--- src/bus_unit_pkg.sv ---
// Constants, codes and helper functions shared by the bus unit.
// Assumes a single 10 MHz clock and no software-visible registers.
package bus_unit_pkg;

  localparam int CLOCK_HZ = 10_000_000;
  localparam int QUEUE_DEPTH = 6;
  localparam int RESET_SEQ_CYCLES = 10;
  localparam logic [1:0] RG_ECHO_IGNORE = 2'h3;

  localparam logic [15:0] RESET_CODE_SEG = 16'hffff;
  localparam logic [15:0] RESET_IP = 16'h0000;

  // Bus cycle status codes, most significant bit first.
  localparam logic [2:0] ST_IRQ_ACK_STROBE_N = 3'h0;
  localparam logic [2:0] ST_IO_RD = 3'h1;
  localparam logic [2:0] ST_IO_WR = 3'h2;
  localparam logic [2:0] ST_HALT = 3'h3;
  localparam logic [2:0] ST_FETCH = 3'h4;
  localparam logic [2:0] ST_MEM_RD = 3'h5;
  localparam logic [2:0] ST_MEM_WR = 3'h6;
  localparam logic [2:0] ST_PASSIVE = 3'h7;

  // Instruction queue status codes, high bit first.
  localparam logic [1:0] QS_NOP = 2'h0;
  localparam logic [1:0] QS_FIRST = 2'h1;
  localparam logic [1:0] QS_EMPTY = 2'h2;
  localparam logic [1:0] QS_NEXT = 2'h3;

  // Segment codes as shown on the upper status lines.
  localparam logic [1:0] SEG_EXTRA = 2'h0;
  localparam logic [1:0] SEG_STACK = 2'h1;
  localparam logic [1:0] SEG_CODE = 2'h2;
  localparam logic [1:0] SEG_DATA = 2'h3;

  typedef enum logic [2:0] {
    BS_IDLE = 3'b000,
    BS_T1 = 3'b001,
    BS_T2 = 3'b011,
    BS_T3 = 3'b010,
    BS_T4 = 3'b110,
    BS_TW = 3'b111,
    BS_HOLD = 3'b100
  } bus_state_t;

  function automatic logic [19:0] phys_addr(input logic [15:0] seg, input logic [15:0] off);
    phys_addr = {seg, 4'h0} + {4'h0, off};
  endfunction : phys_addr

  function automatic logic is_read(input logic [2:0] kind);
    is_read = (kind == ST_IO_RD) || (kind == ST_MEM_RD) || (kind == ST_FETCH);
  endfunction : is_read

  function automatic logic is_write(input logic [2:0] kind);
    is_write = (kind == ST_IO_WR) || (kind == ST_MEM_WR);
  endfunction : is_write

endpackage : bus_unit_pkg

--- src/bus_unit.sv ---
// Bus interface unit: prefetch queue, bus cycle sequencer, strobes,
// status codes and bus arbitration for both system modes.
// Assumes the execution unit runs on clock_i; all pins are synchronised.
//
// What this block does
// Maximum mode drives three-bit bus cycle status
// Hold acknowledge floats status and control outputs
// Request/grant lines are bidirectional active low
// Lock output low keeps other masters off
// Maximum mode reports instruction queue status
// Memory/IO select high for memory cycles
// Write strobe low while write data shown
// Interrupt acknowledge strobe reads acknowledge cycles
// Address latch pulse in T1, never floats
// Transceiver direction high transmit, low receive
// Transceiver enable low, floats during hold
// Hold request answered by hold grant
// Fully static state, clock may stop
// Prefetch up to six bytes ahead; code keeps up to six in the queue plus two in the buffer, eight in all
// Segment times sixteen plus offset address
// Byte lanes by address; odd words split
// Vector pointers are four bytes each
// Automatic segment choice with override
// Mode pin selects strobes or status
// External latch needed for demultiplexed address
// Address in T1, data afterwards
// Strobes active from T2 until T4
// Fetching starts at FFFF0 after reset
// Request, grant, release as one-clock pulses
`timescale 1ns/1ps
`default_nettype none
module bus_unit
  import bus_unit_pkg::*;
#(
  parameter int QD = QUEUE_DEPTH
) (
  input wire logic clock_i,
  input wire logic resetn_i,
  input wire logic mode_select_pin_i,
  input wire logic hold_req_i,
  input wire logic ready_i,
  input wire logic [15:0] ad_i,
  input wire logic bus_req_grant_line0_i,
  input wire logic bus_req_grant_line1_i,
  input wire logic req_valid_i,
  input wire logic [2:0] req_kind_i,
  input wire logic [15:0] req_offset_i,
  input wire logic req_word_i,
  input wire logic [15:0] req_wdata_i,
  input wire logic req_lock_i,
  input wire logic req_stack_i,
  input wire logic req_bp_i,
  input wire logic req_str_dst_i,
  input wire logic req_ovr_en_i,
  input wire logic [1:0] req_ovr_seg_i,
  input wire logic [15:0] data_seg_i,
  input wire logic [15:0] stack_seg_i,
  input wire logic [15:0] extra_seg_i,
  input wire logic flush_i,
  input wire logic [15:0] flush_cs_i,
  input wire logic [15:0] flush_ip_i,
  input wire logic q_ready_i,
  input wire logic q_first_i,
  output logic req_ready_o,
  output logic rsp_valid_o,
  output logic [15:0] rsp_data_o,
  output logic q_valid_o,
  output logic [7:0] q_byte_o,
  output logic [15:0] ad_o,
  output logic ad_oe_o,
  output logic [3:0] addr_hi_o,
  output logic high_byte_enable_n_o,
  output logic addr_hi_oe_o,
  output logic [2:0] bus_status_o,
  output logic ctl_oe_o,
  output logic lock_n_o,
  output logic [1:0] queue_state_pair_o,
  output logic mem_io_o,
  output logic read_strobe_n_o,
  output logic write_strobe_n_o,
  output logic irq_ack_strobe_n_o,
  output logic addr_latch_o,
  output logic xcvr_direction_o,
  output logic xcvr_enable_n_o,
  output logic hold_grant_o,
  output logic bus_req_grant_line0_o,
  output logic bus_req_grant_line0_oe_o,
  output logic bus_req_grant_line1_o,
  output logic bus_req_grant_line1_oe_o
);

  localparam int QCW = $clog2(QD + 1);

  typedef struct packed {
    bus_state_t st;
    logic [3:0] seq_cnt;
    logic rst_done;
    logic mode_s1, mode_s2, hold_s1, hold_s2, rdy_s1, rdy_s2;
    logic rg0_s1, rg0_s2, rg0_prev, rg1_s1, rg1_s2, rg1_prev;
    logic [15:0] ad_s1, ad_s2;
    logic [15:0] cs, ip;
    logic [QD-1:0][7:0] qmem;
    logic [QCW-1:0] qcnt;
    logic [1:0][7:0] buff;
    logic [1:0] bcnt;
    logic pend, p_word, p_lock, p_split;
    logic [2:0] p_kind;
    logic [1:0] p_seg;
    logic [19:0] p_addr;
    logic [15:0] p_wdata;
    logic [7:0] p_lo;
    logic cyc_fetch, cyc_drop, cyc_bhe_n;
    logic [2:0] cyc_kind;
    logic [1:0] cyc_seg;
    logic [19:0] cyc_addr;
    logic [1:0] cap_pipe;
    logic rg_line;
    logic [1:0] rg_ign;
    logic rg0_req, rg1_req;
    logic rr, rsp_valid, qv;
    logic [15:0] rsp_data, ad;
    logic ad_oe, ahi_oe, bhe_n, ctl_oe, lock_n, mio;
    logic [3:0] ahi;
    logic [2:0] bus_status;
    logic [1:0] qs;
    logic rd_n, wr_n, irq_ack_strobe_n_n, ale, dtr, den_n, hold_grant, rg0_oe, rg1_oe;
  } state_t;

  state_t s_r;
  state_t s_nxt;

  function automatic logic [1:0] seg_select(input logic stk, input logic bp, input logic dst,
                                            input logic ovr, input logic [1:0] oseg);
    if (dst) begin
      seg_select = SEG_EXTRA;
    end else if (ovr) begin
      seg_select = oseg;
    end else if (stk || bp) begin
      seg_select = SEG_STACK;
    end else begin
      seg_select = SEG_DATA;
    end
  endfunction : seg_select

  always_comb begin
    logic minm;
    logic locked;
    logic rg0_fall;
    logic rg1_fall;
    logic bus;
    logic sp;
    logic [7:0] rbyte;
    logic [15:0] base;
    logic [1:0] sel;
    minm = s_r.mode_s2;
    locked = s_r.pend && s_r.p_lock;
    rg0_fall = s_r.rg0_prev && !s_r.rg0_s2;
    rg1_fall = s_r.rg1_prev && !s_r.rg1_s2;
    rbyte = s_r.cyc_addr[0] ? s_r.ad_s2[15:8] : s_r.ad_s2[7:0];
    base = data_seg_i;
    sel = SEG_DATA;
    s_nxt = s_r;
    s_nxt.mode_s1 = mode_select_pin_i;
    s_nxt.mode_s2 = s_r.mode_s1;
    s_nxt.hold_s1 = hold_req_i;
    s_nxt.hold_s2 = s_r.hold_s1;
    s_nxt.rdy_s1 = ready_i;
    s_nxt.rdy_s2 = s_r.rdy_s1;
    s_nxt.rg0_s1 = bus_req_grant_line0_i;
    s_nxt.rg0_s2 = s_r.rg0_s1;
    s_nxt.rg0_prev = s_r.rg0_s2;
    s_nxt.rg1_s1 = bus_req_grant_line1_i;
    s_nxt.rg1_s2 = s_r.rg1_s1;
    s_nxt.rg1_prev = s_r.rg1_s2;
    s_nxt.ad_s1 = ad_i;
    s_nxt.ad_s2 = s_r.ad_s1;
    s_nxt.rsp_valid = 1'b0;
    s_nxt.rg0_oe = 1'b0;
    s_nxt.rg1_oe = 1'b0;
    s_nxt.qs = QS_NOP;
    s_nxt.cap_pipe = {s_r.cap_pipe[0], 1'b0};
    // A request pulse that lands during a bus cycle waits here until the bus is idle.
    if (!minm && s_r.st != BS_HOLD) begin
      s_nxt.rg0_req = s_r.rg0_req || rg0_fall;
      s_nxt.rg1_req = s_r.rg1_req || rg1_fall;
    end

    // The internal start-up sequence runs before the first code fetch.
    if (!s_r.rst_done) begin
      s_nxt.seq_cnt = s_r.seq_cnt + 4'h1;
      s_nxt.rst_done = (s_r.seq_cnt == 4'(RESET_SEQ_CYCLES - 1));
    end

    // The execution unit drains the two-entry buffer; the queue refills it.
    if (s_r.qv && q_ready_i) begin
      s_nxt.buff[0] = s_r.buff[1];
      s_nxt.bcnt = s_r.bcnt - 2'h1;
      s_nxt.qs = q_first_i ? QS_FIRST : QS_NEXT;
    end
    if (s_nxt.bcnt != 2'h2 && s_nxt.qcnt != '0) begin
      s_nxt.buff[s_nxt.bcnt[0]] = s_nxt.qmem[0];
      s_nxt.bcnt = s_nxt.bcnt + 2'h1;
      for (int i = 0; i < QD - 1; i++) begin
        s_nxt.qmem[i] = s_nxt.qmem[i+1];
      end
      s_nxt.qcnt = s_nxt.qcnt - QCW'(1);
    end

    if (req_valid_i && s_r.rr) begin
      sel = seg_select(req_stack_i, req_bp_i, req_str_dst_i, req_ovr_en_i, req_ovr_seg_i);
      case (sel)
        SEG_EXTRA: base = extra_seg_i;
        SEG_STACK: base = stack_seg_i;
        SEG_CODE: base = s_r.cs;
        default: base = data_seg_i;
      endcase
      s_nxt.pend = 1'b1;
      s_nxt.p_kind = req_kind_i;
      s_nxt.p_word = req_word_i;
      s_nxt.p_wdata = req_wdata_i;
      s_nxt.p_lock = req_lock_i;
      s_nxt.p_split = 1'b0;
      if (req_kind_i == ST_IO_RD || req_kind_i == ST_IO_WR) begin
        s_nxt.p_addr = {4'h0, req_offset_i};
        s_nxt.p_seg = SEG_CODE;
      end else if (req_kind_i == ST_IRQ_ACK_STROBE_N || req_kind_i == ST_HALT) begin
        s_nxt.p_addr = 20'h00000;
        s_nxt.p_seg = SEG_CODE;
      end else begin
        s_nxt.p_addr = phys_addr(base, req_offset_i);
        s_nxt.p_seg = sel;
      end
    end

    // A locked request taken this cycle must already keep hold and grants off.
    locked = s_nxt.pend && s_nxt.p_lock;

    // Pin data sampled at the edge ending T4 appears here two cycles later.
    if (s_r.cap_pipe[1]) begin
      if (s_r.cyc_fetch) begin
        if (!s_r.cyc_drop) begin
          s_nxt.qmem[s_nxt.qcnt] = rbyte;
          s_nxt.qcnt = s_nxt.qcnt + QCW'(1);
          if (!s_r.cyc_addr[0]) begin
            s_nxt.qmem[s_nxt.qcnt] = s_r.ad_s2[15:8];
            s_nxt.qcnt = s_nxt.qcnt + QCW'(1);
          end
          s_nxt.ip = s_r.ip + (s_r.cyc_addr[0] ? 16'h0001 : 16'h0002);
        end
      end else if (s_r.p_word && s_r.p_addr[0]) begin
        s_nxt.p_lo = rbyte;
        s_nxt.p_split = 1'b1;
        s_nxt.p_word = 1'b0;
        s_nxt.p_addr = s_r.p_addr + 20'h00001;
        s_nxt.p_wdata = {8'h00, s_r.p_wdata[15:8]};
      end else begin
        s_nxt.pend = 1'b0;
        s_nxt.rsp_valid = 1'b1;
        if (s_r.p_kind == ST_IRQ_ACK_STROBE_N) begin
          s_nxt.rsp_data = {6'h00, s_r.ad_s2[7:0], 2'b00};
        end else if (s_r.p_split) begin
          s_nxt.rsp_data = {rbyte, s_r.p_lo};
        end else if (s_r.p_word) begin
          s_nxt.rsp_data = s_r.ad_s2;
        end else begin
          s_nxt.rsp_data = {8'h00, rbyte};
        end
      end
    end

    case (s_r.st)
      BS_IDLE: begin
        if (s_r.cap_pipe == 2'b00) begin
          if (minm && s_r.hold_s2 && !locked) begin
            s_nxt.st = BS_HOLD;
          end else if (!minm && (s_r.rg0_req || s_r.rg1_req) && !locked) begin
            s_nxt.st = BS_HOLD;
            s_nxt.rg_line = !s_r.rg0_req;
            s_nxt.rg0_oe = s_r.rg0_req;
            s_nxt.rg1_oe = !s_r.rg0_req;
            s_nxt.rg0_req = 1'b0;
            s_nxt.rg1_req = s_r.rg0_req && s_r.rg1_req;
            s_nxt.rg_ign = RG_ECHO_IGNORE;
          end else if (s_r.pend) begin
            s_nxt.st = BS_T1;
            s_nxt.cyc_fetch = 1'b0;
            s_nxt.cyc_kind = s_r.p_kind;
            s_nxt.cyc_addr = s_r.p_addr;
            s_nxt.cyc_seg = s_r.p_seg;
            s_nxt.cyc_bhe_n = !(s_r.p_addr[0] || s_r.p_word);
          end else if (s_r.rst_done && !flush_i && s_nxt.qcnt <= QCW'(QD - 2)) begin
            s_nxt.st = BS_T1;
            s_nxt.cyc_fetch = 1'b1;
            s_nxt.cyc_drop = 1'b0;
            s_nxt.cyc_kind = ST_FETCH;
            s_nxt.cyc_addr = phys_addr(s_r.cs, s_r.ip);
            s_nxt.cyc_seg = SEG_CODE;
            s_nxt.cyc_bhe_n = 1'b0;
          end
        end
      end
      BS_T1: s_nxt.st = BS_T2;
      BS_T2: s_nxt.st = BS_T3;
      BS_T3, BS_TW: s_nxt.st = s_r.rdy_s2 ? BS_T4 : BS_TW;
      BS_T4: begin
        s_nxt.st = BS_IDLE;
        s_nxt.cap_pipe = 2'b01;
      end
      BS_HOLD: begin
        if (minm) begin
          if (!s_r.hold_s2) begin
            s_nxt.st = BS_IDLE;
          end
        end else if (s_r.rg_ign != 2'h0) begin
          s_nxt.rg_ign = s_r.rg_ign - 2'h1;
        end else if (s_r.rg_line ? rg1_fall : rg0_fall) begin
          s_nxt.st = BS_IDLE;
        end
      end
      default: s_nxt.st = BS_IDLE;
    endcase

    // A jump discards queued bytes and any fetch still in flight.
    if (flush_i) begin
      s_nxt.cs = flush_cs_i;
      s_nxt.ip = flush_ip_i;
      s_nxt.qcnt = '0;
      s_nxt.bcnt = 2'h0;
      s_nxt.qs = QS_EMPTY;
      s_nxt.cyc_drop = s_nxt.cyc_fetch;
    end

    // Pin values for the coming cycle, so every output is a flop.
    bus = s_nxt.st != BS_IDLE && s_nxt.st != BS_HOLD;
    sp = s_nxt.st == BS_T2 || s_nxt.st == BS_T3 || s_nxt.st == BS_TW;
    s_nxt.bus_status = (!minm && bus && s_nxt.st != BS_T4) ? s_nxt.cyc_kind
                                                          : ST_PASSIVE;
    if (minm) begin
      s_nxt.qs = QS_NOP;
    end
    s_nxt.ale = minm && s_nxt.st == BS_T1;
    s_nxt.rd_n = !(sp && is_read(s_nxt.cyc_kind));
    s_nxt.wr_n = !(minm && sp && is_write(s_nxt.cyc_kind));
    s_nxt.irq_ack_strobe_n_n = !(minm && sp && s_nxt.cyc_kind == ST_IRQ_ACK_STROBE_N);
    s_nxt.den_n = !(minm && (sp || (s_nxt.st == BS_T4
                                    && is_write(s_nxt.cyc_kind))));
    s_nxt.dtr = bus ? is_write(s_nxt.cyc_kind) : 1'b1;
    s_nxt.mio = s_nxt.cyc_kind[2];
    s_nxt.lock_n = !(!minm && s_nxt.pend && s_nxt.p_lock);
    s_nxt.ctl_oe = s_nxt.st != BS_HOLD;
    s_nxt.ahi_oe = s_nxt.st != BS_HOLD;
    s_nxt.hold_grant = minm && s_nxt.st == BS_HOLD;
    s_nxt.ad_oe = s_nxt.st == BS_T1 || (bus && is_write(s_nxt.cyc_kind));
    if (s_nxt.st == BS_T1) begin
      s_nxt.ad = s_nxt.cyc_addr[15:0];
      s_nxt.ahi = s_nxt.cyc_addr[19:16];
      s_nxt.bhe_n = s_nxt.cyc_bhe_n;
    end else begin
      s_nxt.ad = (s_nxt.p_word && !s_nxt.cyc_addr[0]) ? s_nxt.p_wdata
                 : {s_nxt.p_wdata[7:0], s_nxt.p_wdata[7:0]};
      s_nxt.ahi = {2'b00, s_nxt.cyc_seg};
      s_nxt.bhe_n = 1'b0;
    end
    s_nxt.rr = !s_nxt.pend && s_nxt.rst_done;
    s_nxt.qv = s_nxt.bcnt != 2'h0;
  end

  // Everything lives in flip-flops with no refresh, so a stopped clock only
  // freezes the unit; nothing here counts wall-clock time.
  always_ff @(posedge clock_i or negedge resetn_i) begin
    if (!resetn_i) begin
      s_r <= '0;
      s_r.cs <= RESET_CODE_SEG;
      s_r.ip <= RESET_IP;
      s_r.st <= BS_IDLE;
      s_r.bus_status <= ST_PASSIVE;
      s_r.rg0_s1 <= 1'b1;
      s_r.rg0_s2 <= 1'b1;
      s_r.rg0_prev <= 1'b1;
      s_r.rg1_s1 <= 1'b1;
      s_r.rg1_s2 <= 1'b1;
      s_r.rg1_prev <= 1'b1;
      s_r.rd_n <= 1'b1;
      s_r.wr_n <= 1'b1;
      s_r.irq_ack_strobe_n_n <= 1'b1;
      s_r.den_n <= 1'b1;
      s_r.lock_n <= 1'b1;
      s_r.dtr <= 1'b1;
      s_r.bhe_n <= 1'b1;
      s_r.ctl_oe <= 1'b1;
      s_r.ahi_oe <= 1'b1;
    end else begin
      s_r <= s_nxt;
    end
  end

  assign req_ready_o = s_r.rr;
  assign rsp_valid_o = s_r.rsp_valid;
  assign rsp_data_o = s_r.rsp_data;
  assign q_valid_o = s_r.qv;
  assign q_byte_o = s_r.buff[0];
  assign ad_o = s_r.ad;
  assign ad_oe_o = s_r.ad_oe;
  assign addr_hi_o = s_r.ahi;
  assign high_byte_enable_n_o = s_r.bhe_n;
  assign addr_hi_oe_o = s_r.ahi_oe;
  assign bus_status_o = s_r.bus_status;
  assign ctl_oe_o = s_r.ctl_oe;
  assign lock_n_o = s_r.lock_n;
  assign queue_state_pair_o = s_r.qs;
  assign mem_io_o = s_r.mio;
  assign read_strobe_n_o = s_r.rd_n;
  assign write_strobe_n_o = s_r.wr_n;
  assign irq_ack_strobe_n_o = s_r.irq_ack_strobe_n_n;
  assign addr_latch_o = s_r.ale;
  assign xcvr_direction_o = s_r.dtr;
  assign xcvr_enable_n_o = s_r.den_n;
  assign hold_grant_o = s_r.hold_grant;
  // Grant pulses only ever pull the line low; release is by the enable.
  assign bus_req_grant_line0_o = 1'b0;
  assign bus_req_grant_line0_oe_o = s_r.rg0_oe;
  assign bus_req_grant_line1_o = 1'b0;
  assign bus_req_grant_line1_oe_o = s_r.rg1_oe;

endmodule : bus_unit
`default_nettype wire

--- config.mk ---
export PLATFORM = sky130hd
export DESIGN_NAME = bus_unit
export DESIGN_NICKNAME = d
export VERILOG_FILES = /design/src/bus_unit_pkg.sv /design/src/bus_unit.sv
export SDC_FILE = /design/constraint.sdc
export NUM_CORES = 1
export LEC_CHECK = 0
export BUFFER_PORTS_ARGS = -buffer_cell sky130_fd_sc_hd__buf_2
export CORE_MARGIN = 5
export CORE_UTILIZATION = 52
export CTS_BUF_LIST = sky130_fd_sc_hd__clkbuf_4 sky130_fd_sc_hd__clkbuf_8
export DETAILED_ROUTE_END_ITERATION = 10
export PLACE_DENSITY = 0.74
export SYNTH_ARGS = -nofsm -noshare
export SYNTH_HDL_FRONTEND = slang
export SYNTH_SLANG_ARGS = --single-unit
--- constraint.sdc ---
create_clock -name clock_i -period 6 [get_ports clock_i]
set_input_delay 0.6 -clock clock_i [delete_from_list [all_inputs] [get_ports clock_i]]
set_output_delay 0.6 -clock clock_i [all_outputs]
set_load 0.02 [all_outputs]
# Word-level counts from Yosys, hierarchy flattened
# Index checks and enable logic that the tools add are counted.
# word_totals
reg_bits	299
output_inout_bits	69
wordCells	305
# classes
add_sub_neg	11
n_lt_le_gt_ge	7
n_eq_ne	36
mux	90
n_bitwise	4
reduce_logical	86
# op_table
operator	n
67-bit two-way mux	3
28-bit two-way mux	5
44-bit two-way mux	3
16-bit two-way mux	7
48-bit bitwise mux	2
61-bit two-way mux	1
51-bit two-way mux	1
8-bit demux with 3-bit select	2
16-bit one-hot mux with 3 select lines	1
45-bit two-way mux	1
22-bit two-way mux	2
2-bit two-way mux	21
20-bit by 16-bit adder with 20-bit output	2
1-bit logical AND	34
3-bit two-way mux	11
8-bit two-way mux	4
3-bit equality test (second input constant)	9
26-bit two-way mux	1
3-bit by 2-bit equality test with 1-bit output (second input constant)	7
20-bit by 1-bit adder with 20-bit output (second input constant)	1
2-bit inequality test (second input constant)	10
16-bit by 2-bit adder with 16-bit output	1
16-bit bitwise mux	1
1-bit two-way mux	16
other kinds (31)	88

# Logic depth before layout (Yosys ltp)
# Gate-level depths: netlist (run 1).
# depth
word_depth	32
mapped_depth	19

# Worst setup path before layout (run 1)
# OpenSTA, ideal clock, no wires.
# synth_timing
path_type	in2reg
from	input q_ready_i
to	register s_r, in the netlist ad_o[11]
setup_time_ns	0.138
t_arrival_ns	4.282
required_time_ns	5.862
slack_ns	1.580
path_stages	17
path_cell_list	and2_1 clkbuf_1 buf_1 xnor2_1 ha_1 or2_1 buf_4 o21ai_1 clkbuf_1 ha_1 nor2b_1 xnor2_1 or3_4 a211o_1 a22o_1 a211oi_2 o211ai_1
# synth_rtl
item	line	source
from (decl)	bus_unit.sv:62	input wire logic q_ready_i,
to (signal assigned)	bus_unit.sv:393	s_r <= s_nxt;
to (decl)	bus_unit.sv:129	state_t s_r;

==> results of run 1 <==
-- cell families (layout without fill, tap and decap cells) --
kind of cell	after synthesis	in the layout	share of synthesized area
AO/OA/AOI/OAI	444	444	0.204
AND/OR/NAND/NOR	518	518	0.157
buffers and inverters	189	357	0.0611
XOR/XNOR	48	48	0.0291
adder cells (fa/ha/maj)	39	39	0.0338
multiplexers	73	73	0.0511
flip-flops	278	278	0.464
other	1	2	0.000249
-- power by group --
part           switching [W]  internal, W  total (W)
combinational        0.00219      0.00136    0.00354
sequential          0.000601      0.00248    0.00308
clock               0.000765      0.00115    0.00192
-- registers in the layout (all words and copies together) (netlist names), 2 cells and up, named ones only --
register	count
bus_status_o	3
addr_hi_o	4
s_r	182
queue_state_pair_o	2
ad_o	16
s_nxt	23
rsp_data_o	16
q_byte_o	8
-- stage by stage --
step           setup WS, ns  std cells  cell area, sq um  hold WS [ns]   util
4_1_cts                1.47       2143             17100         0.118  0.596
5_1_grt                1.09       2143             17100         0.114  0.596
6_report               1.44       2143             17100         0.143  0.596
2_1_floorplan          1.58       1591             15100         0.304      -
3_5_place_dp           1.19       2055             16000         0.335  0.558
3_3_place_gp           1.40       2055             16000         0.334  0.558
-- critical path, stage by stage, from the launching register on --
cell and delay, ns:
sky130_fd_sc_hd__dfrtp_1 0.36, sky130_fd_sc_hd__nand2_1 0.40, sky130_fd_sc_hd__nor2_1 0.25, sky130_fd_sc_hd__xor2_1 0.21, sky130_fd_sc_hd__ha_1 0.22, sky130_fd_sc_hd__or2_1 0.24, sky130_fd_sc_hd__inv_2 0.10, sky130_fd_sc_hd__xnor2_4 0.29
sky130_fd_sc_hd__inv_2 0.19, sky130_fd_sc_hd__ha_1 0.40, sky130_fd_sc_hd__a21oi_1 0.10, sky130_fd_sc_hd__a211oi_2 0.37, sky130_fd_sc_hd__a2111o_1 0.25, sky130_fd_sc_hd__nand2_2 0.32, sky130_fd_sc_hd__a211oi_2 0.52, sky130_fd_sc_hd__o211ai_1 0.17
-- layout by cell type, fill, tap and decap left out, types with 36 or more instances in the layout --
master                     netlist  final
sky130_fd_sc_hd__o22ai_1        55     55
sky130_fd_sc_hd__clkbuf_8        0     64
sky130_fd_sc_hd__o21ai_0        69     69
sky130_fd_sc_hd__inv_1          36     36
sky130_fd_sc_hd__a22oi_1        44     44
sky130_fd_sc_hd__ha_1           36     36
sky130_fd_sc_hd__a21oi_1        48     48
sky130_fd_sc_hd__nor2_1         86     86
sky130_fd_sc_hd__nand2_1       264    264
sky130_fd_sc_hd__mux2i_1        41     41
sky130_fd_sc_hd__a31oi_1        36     36
sky130_fd_sc_hd__nand3_1        38     38
sky130_fd_sc_hd__buf_2           8    215
sky130_fd_sc_hd__dfrtp_1       245    245
-- final timing paths --
kind / startpoint / end / cells past startpoint
worst min-delay path: bus_req_grant_line1_i / s_nxt[281]$_DFF_PN1_ / 1
max in group asynchronous: resetn_i / s_r[192]$_DFF_PN0_ / 3
worst max register to register: q_valid_o$_DFF_PN0_ / ad_o[8]$_DFF_PN0_ / 15
worst max-delay path: q_valid_o$_DFF_PN0_ / ad_o[8]$_DFF_PN0_ / 15
worst min register to register: s_nxt[256]$_DFF_PN0_ / s_r[256]$_DFF_PN0_ / 0
min in group asynchronous: resetn_i / q_byte_o[6]$_DFF_PN0_ / 2
-- cell type report --
cell class | instances | share of cell area
Multi-Input combinational cell | 1124 | 0.419
Sequential cell | 278 | 0.409
Timing Repair Buffer | 231 | 0.0712
Clock buffer | 83 | 0.0598
Tap cell | 384 | 0.0281
Inverter | 39 | 0.00855
Clock inverter | 4 | 0.00446
-- metal layers --
metal	up-vias	track usage
li1	5974	-
met1	6263	0.329
met2	520	0.439
met3	102	0.0476
met4	2	0.0895
met5	-	0
-- timing repair --
item | CTS | global route
hold buffers | 1 | 0
endpoints found under the hold margin | 23 | 0
resized for setup | 0 | 0
==> metrics.md, run 1 <==
| Metric | Value |
|---|---|
| Outcome | `completed` |
| Met1 wire length | `17300 microns` |
| Yosys warnings | `0` |
| Type of destination of the critical path | `flip-flop` |
| Number of flops mapped to enable cells by yosys | `0` |
| Netlist area before placement | `15100 sq um` |
| Buffers on Ports | `216` |
| Post-synthesis area per instance | `9.49 sq um` |
| Net count reported at finish | `1910` |
| Max Freq | `219 MHz` |
| PnR Total Power | `0.00854 W` |
| Area growth syn-to-layout | `13.5%` |
| Leading area contributor after synthesis | `sky130_fd_sc_hd__dfrtp_1` |
| Diodes inserted | `0` |
| Nature of the critical path startpoint | `flip-flop` |
| Standard-cell rows | `62` |
| Setup total negative slack | `0 ns` |
| Buffer cell driving the clock tree root | `sky130_fd_sc_hd__clkbuf_8` |
| DR vias | `12900` |
| Period minus WS final | `4.56 ns` |
| Initial DRT Pass Iterations | `5` |
| FF/Latch Area | `7000 sq um` |
| Die width | `180 microns` |
| Detailed-routed wire length on met2 | `21300 microns` |
| Final-report setup violation count | `0` |
| Arrival time of data at the critical path endpoint | `4.96 ns` |
| Path class of the lowest-slack min-delay path | `in -> reg` |
| Detailed-route wire length | `43200 microns` |
| TritonCTS Buffers | `47` |
| CTS Buffer Depth | `3` |
| Most repeated cell in the gate-level netlist after synthesis | `sky130_fd_sc_hd__nand2_1` |
| DRT antenna net count | `0` |
| Slew at the pin closest to its max-slew limit | `1.13 ns` |
| CTS clock-pin slew for the worst setup and hold paths | `0.06 ns` |
| CTS HTree Levels | `2` |
| Static Leakage | `7.79 nW` |
| Maximum vdd drop | `0.000261 V` |
| Number of buffers added for setup after CTS | `0` |
| Count of distinct cell types in the synthesized netlist | `87` |
| Worst relative slew slack | `0.243` |
| Overflow left after global routing | `0` |
| CTS tree | `built` |
| Ratio of routed vias to standard cells | `6.00` |
| Worst setup path category | `reg -> reg` |
| Initial Util | `0.526` |
| Critical Path RT | `6.40 ns` |
| Most common flop cell mapped by yosys | `sky130_fd_sc_hd__dfrtp_1` |
| Area taken by multi-input logic gates | `7170 sq um` |
| Initial antenna violation count | `1` |
| Async SR Flop Fraction | `1.00` |
| Largest net degree at the start of global routing | `140` |
| Most frequent cells after synthesis | `264 x sky130_fd_sc_hd__nand2_1, 245 x sky130_fd_sc_hd__dfrtp_1, 86 x sky130_fd_sc_hd__nor2_1, 74 x sky130_fd_sc_hd__clkbuf_1, 69 x sky130_fd_sc_hd__o21ai_0` |
| Die Ht | `180 microns` |
| Post-detail-place hpwl | `31400 microns` |
| Reported max-cap violation count | `0` |
| Layout fillers | `2490` |
| Setup slack of the worst register-to-register path | `1.44 ns` |
| Global-route wire length before repair | `68600 microns` |
| Register area share after synthesis | `0.464` |
| Total DRC errors in the routed layout | `0` |
| Area share of the largest cell type after synthesis | `0.406` |
| Uppermost signal routing layer after detailed routing | `met5` |
| Final slew viol count | `0` |
| Total clock sinks | `278` |
| GRT Overall Usage | `0.256` |
| Synth area leaders | `sky130_fd_sc_hd__dfrtp_1 41%, sky130_fd_sc_hd__nand2_1 6.6%, sky130_fd_sc_hd__dfstp_2 5.7%` |
| Setup repair after global routing missed its margin | `false` |
| Weighted congestion reported at the end of routability-driven placement | `0.961` |
| Die Area | `32500 sq um` |
| Final cycle utilization of the critical path | `0.760` |
| Area of the core | `28700 sq um` |
| Clock latency at the later pin of the worst-skew pair | `0.56 ns` |
| Synth Instances | `1590` |
| Routed met3 length | `2990 microns` |
| Power per Cell Area | `499 nW/um^2` |
| Fraction of layout cells with a size suffix above 1 | `0.234` |
| Count of pins on the block boundary | `219` |
| Via count of the first global-routing pass | `12800` |
| Iteration-0 DRC count of the detailed router | `1116` |
| WL per Instance | `20.2 microns` |
| Fin. Hold Viols | `0` |
| Number of synthesized register bits | `278` |
| Largest driver fanout on the critical path | `23` |
| Worst clock skew | `0.0178 ns` |
(Power assumes the default switching activity.)
==> run 2: changes to the inputs <==
--- a/config.mk
+++ b/config.mk
@@ -10,7 +10,7 @@
 export CORE_UTILIZATION = 52
 export CTS_BUF_LIST = sky130_fd_sc_hd__clkbuf_4 sky130_fd_sc_hd__clkbuf_8
 export DETAILED_ROUTE_END_ITERATION = 10
-export PLACE_DENSITY = 0.74
+export PLACE_DENSITY = 0.77
 export SYNTH_ARGS = -nofsm -noshare
 export SYNTH_HDL_FRONTEND = slang
 export SYNTH_SLANG_ARGS = --single-unit
==> constraint.sdc (replaced) <==
create_clock -name clock_i -period 3.7 [get_ports clock_i]
set_input_delay 0.37 -clock clock_i [delete_from_list [all_inputs] [get_ports clock_i]]
set_output_delay 0.37 -clock clock_i [all_outputs]
set_load 0.02 [all_outputs]
==> run 2 against run 1 <==
Compared with the run above: worst setup slack worse by 1.3 ns; combinational power up 77%; worst hold slack lost 0.11 ns; die area did not move; clock-buffer cell count down 6; sequential share of layout area shrank 1.3 points; clock power rose by 64%; sequential cell count unchanged; final cell count increased by 2.3%; non-clock buffer count rose by 48; final area up 3.4%.
==> metrics.md, run 2 (synthesis results as in run 1) <==
| Metric | Value |
|---|---|
| Buffer cell driving the clock tree root | `sky130_fd_sc_hd__clkbuf_8` |
| PnR Total Power | `0.0144 W` |
| Via count of the first global-routing pass | `13000` |
| Area of the core | `28700 sq um` |
| Power per Cell Area | `812 nW/um^2` |
| Count of pins on the block boundary | `219` |
| TritonCTS Buffers | `46` |
| CTS tree | `built` |
| Minimum setup slack after placement | `-0.0585 ns` |
| Delay-heaviest family, CP | `compound AO/OA/AOI/OAI gates` |
| DR vias | `13300` |
| Met1 wire length | `17300 microns` |
| # placed instances | `2081` |
| Setup total negative slack | `0 ns` |
| Switching power summed over all nets | `0.00590 W` |
| Total DRC errors in the routed layout | `0` |
| Critical Path RT | `4.11 ns` |
| Reported max-cap violation count | `0` |
| Flip-flop count of the largest register after layout | `182` |
| Period minus WS final | `3.57 ns` |
| Core Util, Final | `0.616` |
| Initial DRT Pass Iterations | `6` |
| Share of power burned in combinational logic | `0.436` |
| Layout fillers | `2352` |
| Area taken by multi-input logic gates | `7300 sq um` |
| Ratio of routed vias to standard cells | `6.06` |
| Fraction of layout cells with a size suffix above 1 | `0.251` |
| Global-route wire length before repair | `70500 microns` |
| Arrival time of data at the critical path endpoint | `3.98 ns` |
| Static Leakage | `8.05 nW` |
| Total clock sinks | `278` |
| Detailed-route wire length | `44700 microns` |
| Worst relative slew slack | `0.382` |
| Type of destination of the critical path | `flip-flop` |
| GRT Overall Usage | `0.265` |
| Slowest library cell on the worst path | `sky130_fd_sc_hd__or3_4` |
| Largest net degree at the start of global routing | `121` |
| Worst path buffer plus inverter count | `1` |
| Detailed-routed wire length on met2 | `21400 microns` |
| Commonest non-fill, non-tap cell in the layout | `sky130_fd_sc_hd__nand2_1` |
| Die Area | `32500 sq um` |
| DRT antenna net count | `0` |
| Cell-internal power | `0.00847 W` |
| Most frequent cells in the layout | `263 x sky130_fd_sc_hd__nand2_1, 244 x sky130_fd_sc_hd__dfrtp_1, 215 x sky130_fd_sc_hd__buf_2, 86 x sky130_fd_sc_hd__nor2_1, 68 x sky130_fd_sc_hd__o21ai_0` |
| Cell seen most often among critical-path stages | `sky130_fd_sc_hd__ha_2` |
| Clk pwr share | `0.219` |
| Largest driver fanout on the critical path | `5` |
| Path class of the lowest-slack min-delay path | `in -> reg` |
| Fin. Hold Viols | `0` |
| Final cycle utilization of the critical path | `0.965` |
| Nature of the critical path startpoint | `flip-flop` |
| Worst clock skew | `0.0232 ns` |
| Maximum vdd drop | `0.000590 V` |
| Top flop regs | `s_r: 182 flops, s_nxt: 23 flops` |
| Max Freq | `280 MHz` |
| Overflow left after global routing | `0` |
| CTS clock-pin slew for the worst setup and hold paths | `0.06 ns` |
| Register share of total power | `0.345` |
| FF/Latch Area | `7000 sq um` |
| Die Ht | `180 microns` |
| Die width | `180 microns` |
| Uppermost signal routing layer after detailed routing | `met4` |
| Clock latency at the later pin of the worst-skew pair | `0.55 ns` |
| Final Instance Count excl. Fillers | `2193` |
| Worst setup path category | `reg -> reg` |
| Final slew viol count | `0` |
| Standard-cell rows | `62` |
| Slowest Stage Delay on Critical Path | `0.42 ns` |
| CTS HTree Levels | `2` |
| CTS Buffer Depth | `3` |
| Fraction of power spent switching nets | `0.411` |
| Buffers on Ports | `216` |
| Initial antenna violation count | `3` |
| Final-report setup violation count | `0` |
| Slew at the pin closest to its max-slew limit | `0.927 ns` |
| Post-detail-place hpwl | `32400 microns` |
| WL per Instance | `20.4 microns` |
| Initial Util | `0.526` |
| Net count reported at finish | `1958` |
| Crit path setup slack, layout | `0.128 ns` |
| Area growth syn-to-layout | `17.3%` |
| Iteration-0 DRC count of the detailed router | `1207` |
| Ordered list of cells on the worst path | `nand2_1, nor2_1, xor2_1, ha_2, or2_4, inv_4, xnor2_4, ha_2, nor2b_4, xnor2_2, or3_4, a211o_1, a22o_1, a211oi_4, o211ai_1` |
| Largest Register | `s_r` |
| Routed met3 length | `3750 microns` |
| Weighted congestion reported at the end of routability-driven placement | `0.939` |
| Outcome | `completed` |
==> run 2: worst reg2reg max path: cells and delay by family (launching register included) <==
| family | cells | cell delay, ns |
|---|---|---|
| compound gates | 4 | 1.11 |
| simple gates | 5 | 0.96 |
| xor+xnor | 3 | 0.51 |
| fa+ha+maj | 2 | 0.44 |
| flops | 1 | 0.37 |
| buf+inv | 1 | 0.05 |
==> run 2: area by class of cell <==
| class | count | area share |
|---|---|---|
| multi-input cells | 1125 | 0.413 |
| flip-flops and latches | 278 | 0.396 |
| repair buffers | 279 | 0.0929 |
| clock buffers | 77 | 0.0564 |
| well taps | 384 | 0.0272 |
| inverters | 39 | 0.00842 |
| clock inverters | 8 | 0.00651 |
| diodes | 3 | 0.000424 |
==> run 2: metal layers <==
metal / GRT usage / vias to the layer above
met3: 0.0440 / 119
met1: 0.347 / 6389
li1: - / 6067
met5: 0 / -
met4: 0.121 / 0
met2: 0.435 / 713
==> run 2: metrics by stage <==
| step | hold WS [ns] | instance area (sq um) |
|---|---|---|
| global route | 0.0352 | 17700 |
| floorplan | 0.0744 | 15200 |
| global placement | 0.333 | 16300 |
| detailed placement | 0.337 | 16300 |
| CTS | 0.0166 | 17600 |
| finish | 0.0362 | 17700 |
==> run 2: worst paths after layout <==
check	slack (ns)	to	depth (start not counted)	from
max	0.13	ad_o[12]$_DFF_PN0_	15	q_valid_o$_DFF_PN0_
min	0.04	s_r[227]$_DFFE_PN0P_	3	flush_ip_i[11]
max reg2reg	0.13	ad_o[12]$_DFF_PN0_	15	q_valid_o$_DFF_PN0_
min reg2reg	0.34	s_r[252]$_DFF_PN0_	0	s_nxt[252]$_DFF_PN0_
max in group asynchronous	2.24	s_r[241]$_DFFE_PN1P_	3	resetn_i
min in group asynchronous	0.50	q_byte_o[0]$_DFF_PN0_	2	resetn_i
==> run 2: power groups by stage <==
stage / Clock, W / Sequential (W) / Combinational (W)
floorplan: 0 / 0.00455 / 0.00486
global placement: 0 / 0.00494 / 0.00587
global route: 0.00333 / 0.00505 / 0.00684
detailed placement: 0 / 0.00497 / 0.00603
CTS: 0.00320 / 0.00493 / 0.00612
finish: 0.00315 / 0.00496 / 0.00626
==> run 2: what timing repair did <==
item	in CTS	in global routing
cloned	1	0
hold endpoints to repair	120	0
resized for setup	0	10
setup buffers	0	1
pin swaps	1	7
hold buffers	22	0
endpoints found under the setup margin	4	30
==> run 3: changes to the inputs <==
--- a/config.mk
+++ b/config.mk
@@ -5,12 +5,13 @@
 export SDC_FILE = /design/constraint.sdc
 export NUM_CORES = 1
 export LEC_CHECK = 0
+export ABC_AREA = 1
 export BUFFER_PORTS_ARGS = -buffer_cell sky130_fd_sc_hd__buf_2
 export CORE_MARGIN = 5
 export CORE_UTILIZATION = 52
 export CTS_BUF_LIST = sky130_fd_sc_hd__clkbuf_4 sky130_fd_sc_hd__clkbuf_8
 export DETAILED_ROUTE_END_ITERATION = 10
-export PLACE_DENSITY = 0.77
+export PLACE_DENSITY = 0.76
 export SYNTH_ARGS = -nofsm -noshare
 export SYNTH_HDL_FRONTEND = slang
 export SYNTH_SLANG_ARGS = --single-unit
==> run 3 against run 2 <==
Compared with the run above: sequential power is 3% lower; final area up 1.3%; sequential cell count increased by 5; critical path type unchanged; largest cell class is now flip-flops and latches.
==> metrics.md, run 3 <==
| Metric | Value |
|---|---|
| Outcome | `completed` |
| Global-route wire length before repair | `72100 microns` |
| Area share of the largest cell type after synthesis | `0.410` |
| Most frequent cells after synthesis | `346 x sky130_fd_sc_hd__nand2_1, 250 x sky130_fd_sc_hd__dfrtp_1, 236 x sky130_fd_sc_hd__o21ai_0, 207 x sky130_fd_sc_hd__inv_1, 138 x sky130_fd_sc_hd__nor2_1` |
| Netlist area before placement | `15300 sq um` |
| Iteration-0 DRC count of the detailed router | `1409` |
| Most common flop cell mapped by yosys | `sky130_fd_sc_hd__dfrtp_1` |
| Count of pins on the block boundary | `219` |
| PnR Total Power | `0.0151 W` |
| Total clock sinks | `283` |
| Ordered list of cells on the worst path | `nand2_1, nor2_1, inv_1, nand2_1, inv_1, ha_1, inv_1, nand2_1, or2_1, o21ai_2, ha_4, nand2_2, nand2_2, inv_1, nor2_1, nand2_1, a21oi_1, o21ai_0` |
| Arrival time of data at the critical path endpoint | `3.80 ns` |
| Net count reported at finish | `2266` |
| Diodes inserted | `0` |
| Detailed-route wire length | `45700 microns` |
| Setup total negative slack | `0 ns` |
| Most frequent cells in the layout | `345 x sky130_fd_sc_hd__nand2_1, 250 x sky130_fd_sc_hd__dfrtp_1, 236 x sky130_fd_sc_hd__o21ai_0, 215 x sky130_fd_sc_hd__buf_2, 207 x sky130_fd_sc_hd__inv_1` |
| Final slew viol count | `0` |
| Startpoint of the worst setup timing path | `q_valid_o$_DFF_PN0_` |
| Max Freq | `294 MHz` |
| WL per Instance | `18.3 microns` |
| Die Ht | `181 microns` |
| Fraction of layout cells with a size suffix above 1 | `0.194` |
| Post-detail-place hpwl | `33200 microns` |
| Crit path setup slack, layout | `0.301 ns` |
| Final-report setup violation count | `0` |
| Most repeated cell in the gate-level netlist after synthesis | `sky130_fd_sc_hd__nand2_1` |
| Area growth syn-to-layout | `17.3%` |
| Initial Util | `0.529` |
| Type of destination of the critical path | `flip-flop` |
| Weighted congestion reported at the end of routability-driven placement | `0.919` |
| Number of flops mapped to enable cells by yosys | `0` |
| Slew at the pin closest to its max-slew limit | `0.980 ns` |
| Leading area contributor after synthesis | `sky130_fd_sc_hd__dfrtp_1` |
| Synth Instances | `1864` |
| Synth area leaders | `sky130_fd_sc_hd__dfrtp_1 41%, sky130_fd_sc_hd__nand2_1 8.5%, sky130_fd_sc_hd__o21ai_0 7.7%` |
| Reported max-cap violation count | `0` |
| Commonest non-fill, non-tap cell in the layout | `sky130_fd_sc_hd__nand2_1` |
| Launch instance of the worst register-to-register path | `q_valid_o$_DFF_PN0_` |
| GRT Overall Usage | `0.268` |
| Yosys warnings | `0` |
| Initial antenna violation count | `0` |
| Largest net degree at the start of global routing | `126` |
| Post-synthesis area per instance | `8.19 sq um` |
| Worst setup path category | `reg -> reg` |
| Fin. Hold Viols | `0` |
| Largest driver fanout on the critical path | `11` |
| Period minus WS final | `3.40 ns` |
| DR vias | `14100` |
| Number of synthesized register bits | `283` |
| Static Leakage | `8.58 nW` |
| Worst clock skew | `0.0383 ns` |
| Final cycle utilization of the critical path | `0.919` |
| Area of the core | `28900 sq um` |
| CTS tree | `built` |
| Minimum setup slack after placement | `0.0937 ns` |
| Initial DRT Pass Iterations | `6` |
| Total DRC errors in the routed layout | `0` |
| Slowest Stage Delay on Critical Path | `0.61 ns` |
| Buffer cell driving the clock tree root | `sky130_fd_sc_hd__clkbuf_8` |
| Count of distinct cell types in the synthesized netlist | `56` |
| Power per Cell Area | `841 nW/um^2` |
| CTS HTree Levels | `2` |
| Setup repair after global routing missed its margin | `false` |
| DRT antenna net count | `0` |
| TritonCTS Buffers | `47` |
| Ratio of routed vias to standard cells | `5.66` |
| Layout fillers | `2535` |
| Largest Register | `s_r` |
| Flip-flop count of the largest register after layout | `187` |
| Core Util, Final | `0.621` |
| Buffers on Ports | `216` |
| Post-route worst hold slack | `0.0183 ns` |
| Critical Path RT | `4.10 ns` |
| Via count of the first global-routing pass | `13200` |
| CTS clock-pin slew for the worst setup and hold paths | `0.06 ns` |
| Die width | `181 microns` |
| Async SR Flop Fraction | `1.00` |
| Top flop regs | `s_r: 187 flops, s_nxt: 23 flops` |
| Register area share after synthesis | `0.466` |
| CTS Buffer Depth | `3` |
| Worst relative slew slack | `0.342` |
| Die Area | `32900 sq um` |
| Nature of the critical path startpoint | `flip-flop` |
| Clock latency at the later pin of the worst-skew pair | `0.57 ns` |
| Startpoint of the tightest hold check path | `flush_cs_i[11]` |
| Number of buffers added for setup after CTS | `0` |
| Overflow left after global routing | `0` |
| Path class of the lowest-slack min-delay path | `in -> reg` |
| Slowest library cell on the worst path | `sky130_fd_sc_hd__a21oi_1` |
| Maximum vdd drop | `0.000473 V` |
| Standard-cell rows | `62` |
==> run 3: worst paths after layout <==
| path | endpoint | slack, ns | depth (start not counted) |
|---|---|---|---|
| min | s_r[243]$_DFFE_PN1P_ | 0.02 | 3 |
| min in group asynchronous | s_nxt[290]$_DFF_PN0_ | 0.52 | 2 |
| min reg2reg | s_r[263]$_DFF_PN0_ | 0.34 | 0 |
| max in group asynchronous | s_r[240]$_DFFE_PN1P_ | 2.27 | 3 |
| max | s_r[172]$_DFF_PN0_ | 0.30 | 18 |
| max reg2reg | s_r[172]$_DFF_PN0_ | 0.30 | 18 |
==> run 3: kinds of logic after synthesis <==
kind of cell	Yosys count	share of synthesized area
AND/OR/NAND/NOR	646	0.178
AO/OA/AOI/OAI	488	0.182
multiplexers	32	0.0210
other	1	0.000246
flip-flops	283	0.466
buffers and inverters	340	0.0990
adder cells (fa/ha/maj)	39	0.0334
XOR/XNOR	35	0.0201
==> run 3: power by group <==
group / internal (W) / switching [W]
combinational: 0.00237 / 0.00469
sequential: 0.00413 / 0.000690
clock: 0.00191 / 0.00129
total: 0.00841 / 0.00666
==> run 3: worst max-delay path, delay by kind of cell, from the launching register on <==
kind,cells,cell delay [ns]
DFF,1,0.33
adders and majority gates,2,0.43
AOI/OAI and AO/OA,3,0.97
and+or+nand+nor,9,1.23
buffers and inverters,4,0.29
==> run 3: per-stage QoR <==
| stage | instances | area (sq um) |
|---|---|---|
| 6_report | 2497 | 17900 |
| 2_1_floorplan | 1865 | 15300 |
| 3_3_place_gp | 2381 | 16500 |
| 5_1_grt | 2497 | 17900 |
| 4_1_cts | 2497 | 17900 |
| 3_5_place_dp | 2381 | 16500 |
==> run 3: repair_timing <==
item | 4_1_cts | 5_1_grt
hold endpoints to repair | 135 | 0
hold buffers | 31 | 0
setup endpoints to repair | 0 | 22
gates resized for setup | 0 | 6
==> run 3: cell type report <==
| cell class | count | area, sq um | area share |
|---|---|---|---|
| multi-input cells | 1242 | 6670 | 0.372 |
| well taps | 384 | 480 | 0.0268 |
| clock buffers | 70 | 901 | 0.0503 |
| clock inverters | 15 | 203 | 0.0113 |
| inverters | 219 | 822 | 0.0459 |
| flip-flops and latches | 283 | 7120 | 0.397 |
| repair buffers | 284 | 1720 | 0.0958 |
==> run 3: routing by layer <==
metal,wire length [microns],share of wire,vias up,track usage
li1,-,-,6629,-
met1,20200,0.44,6709,0.408
met2,19900,0.44,732,0.390
met3,4460,0.098,74,0.0566
met4,1090,0.024,0,0.0711
met5,0,0,-,0
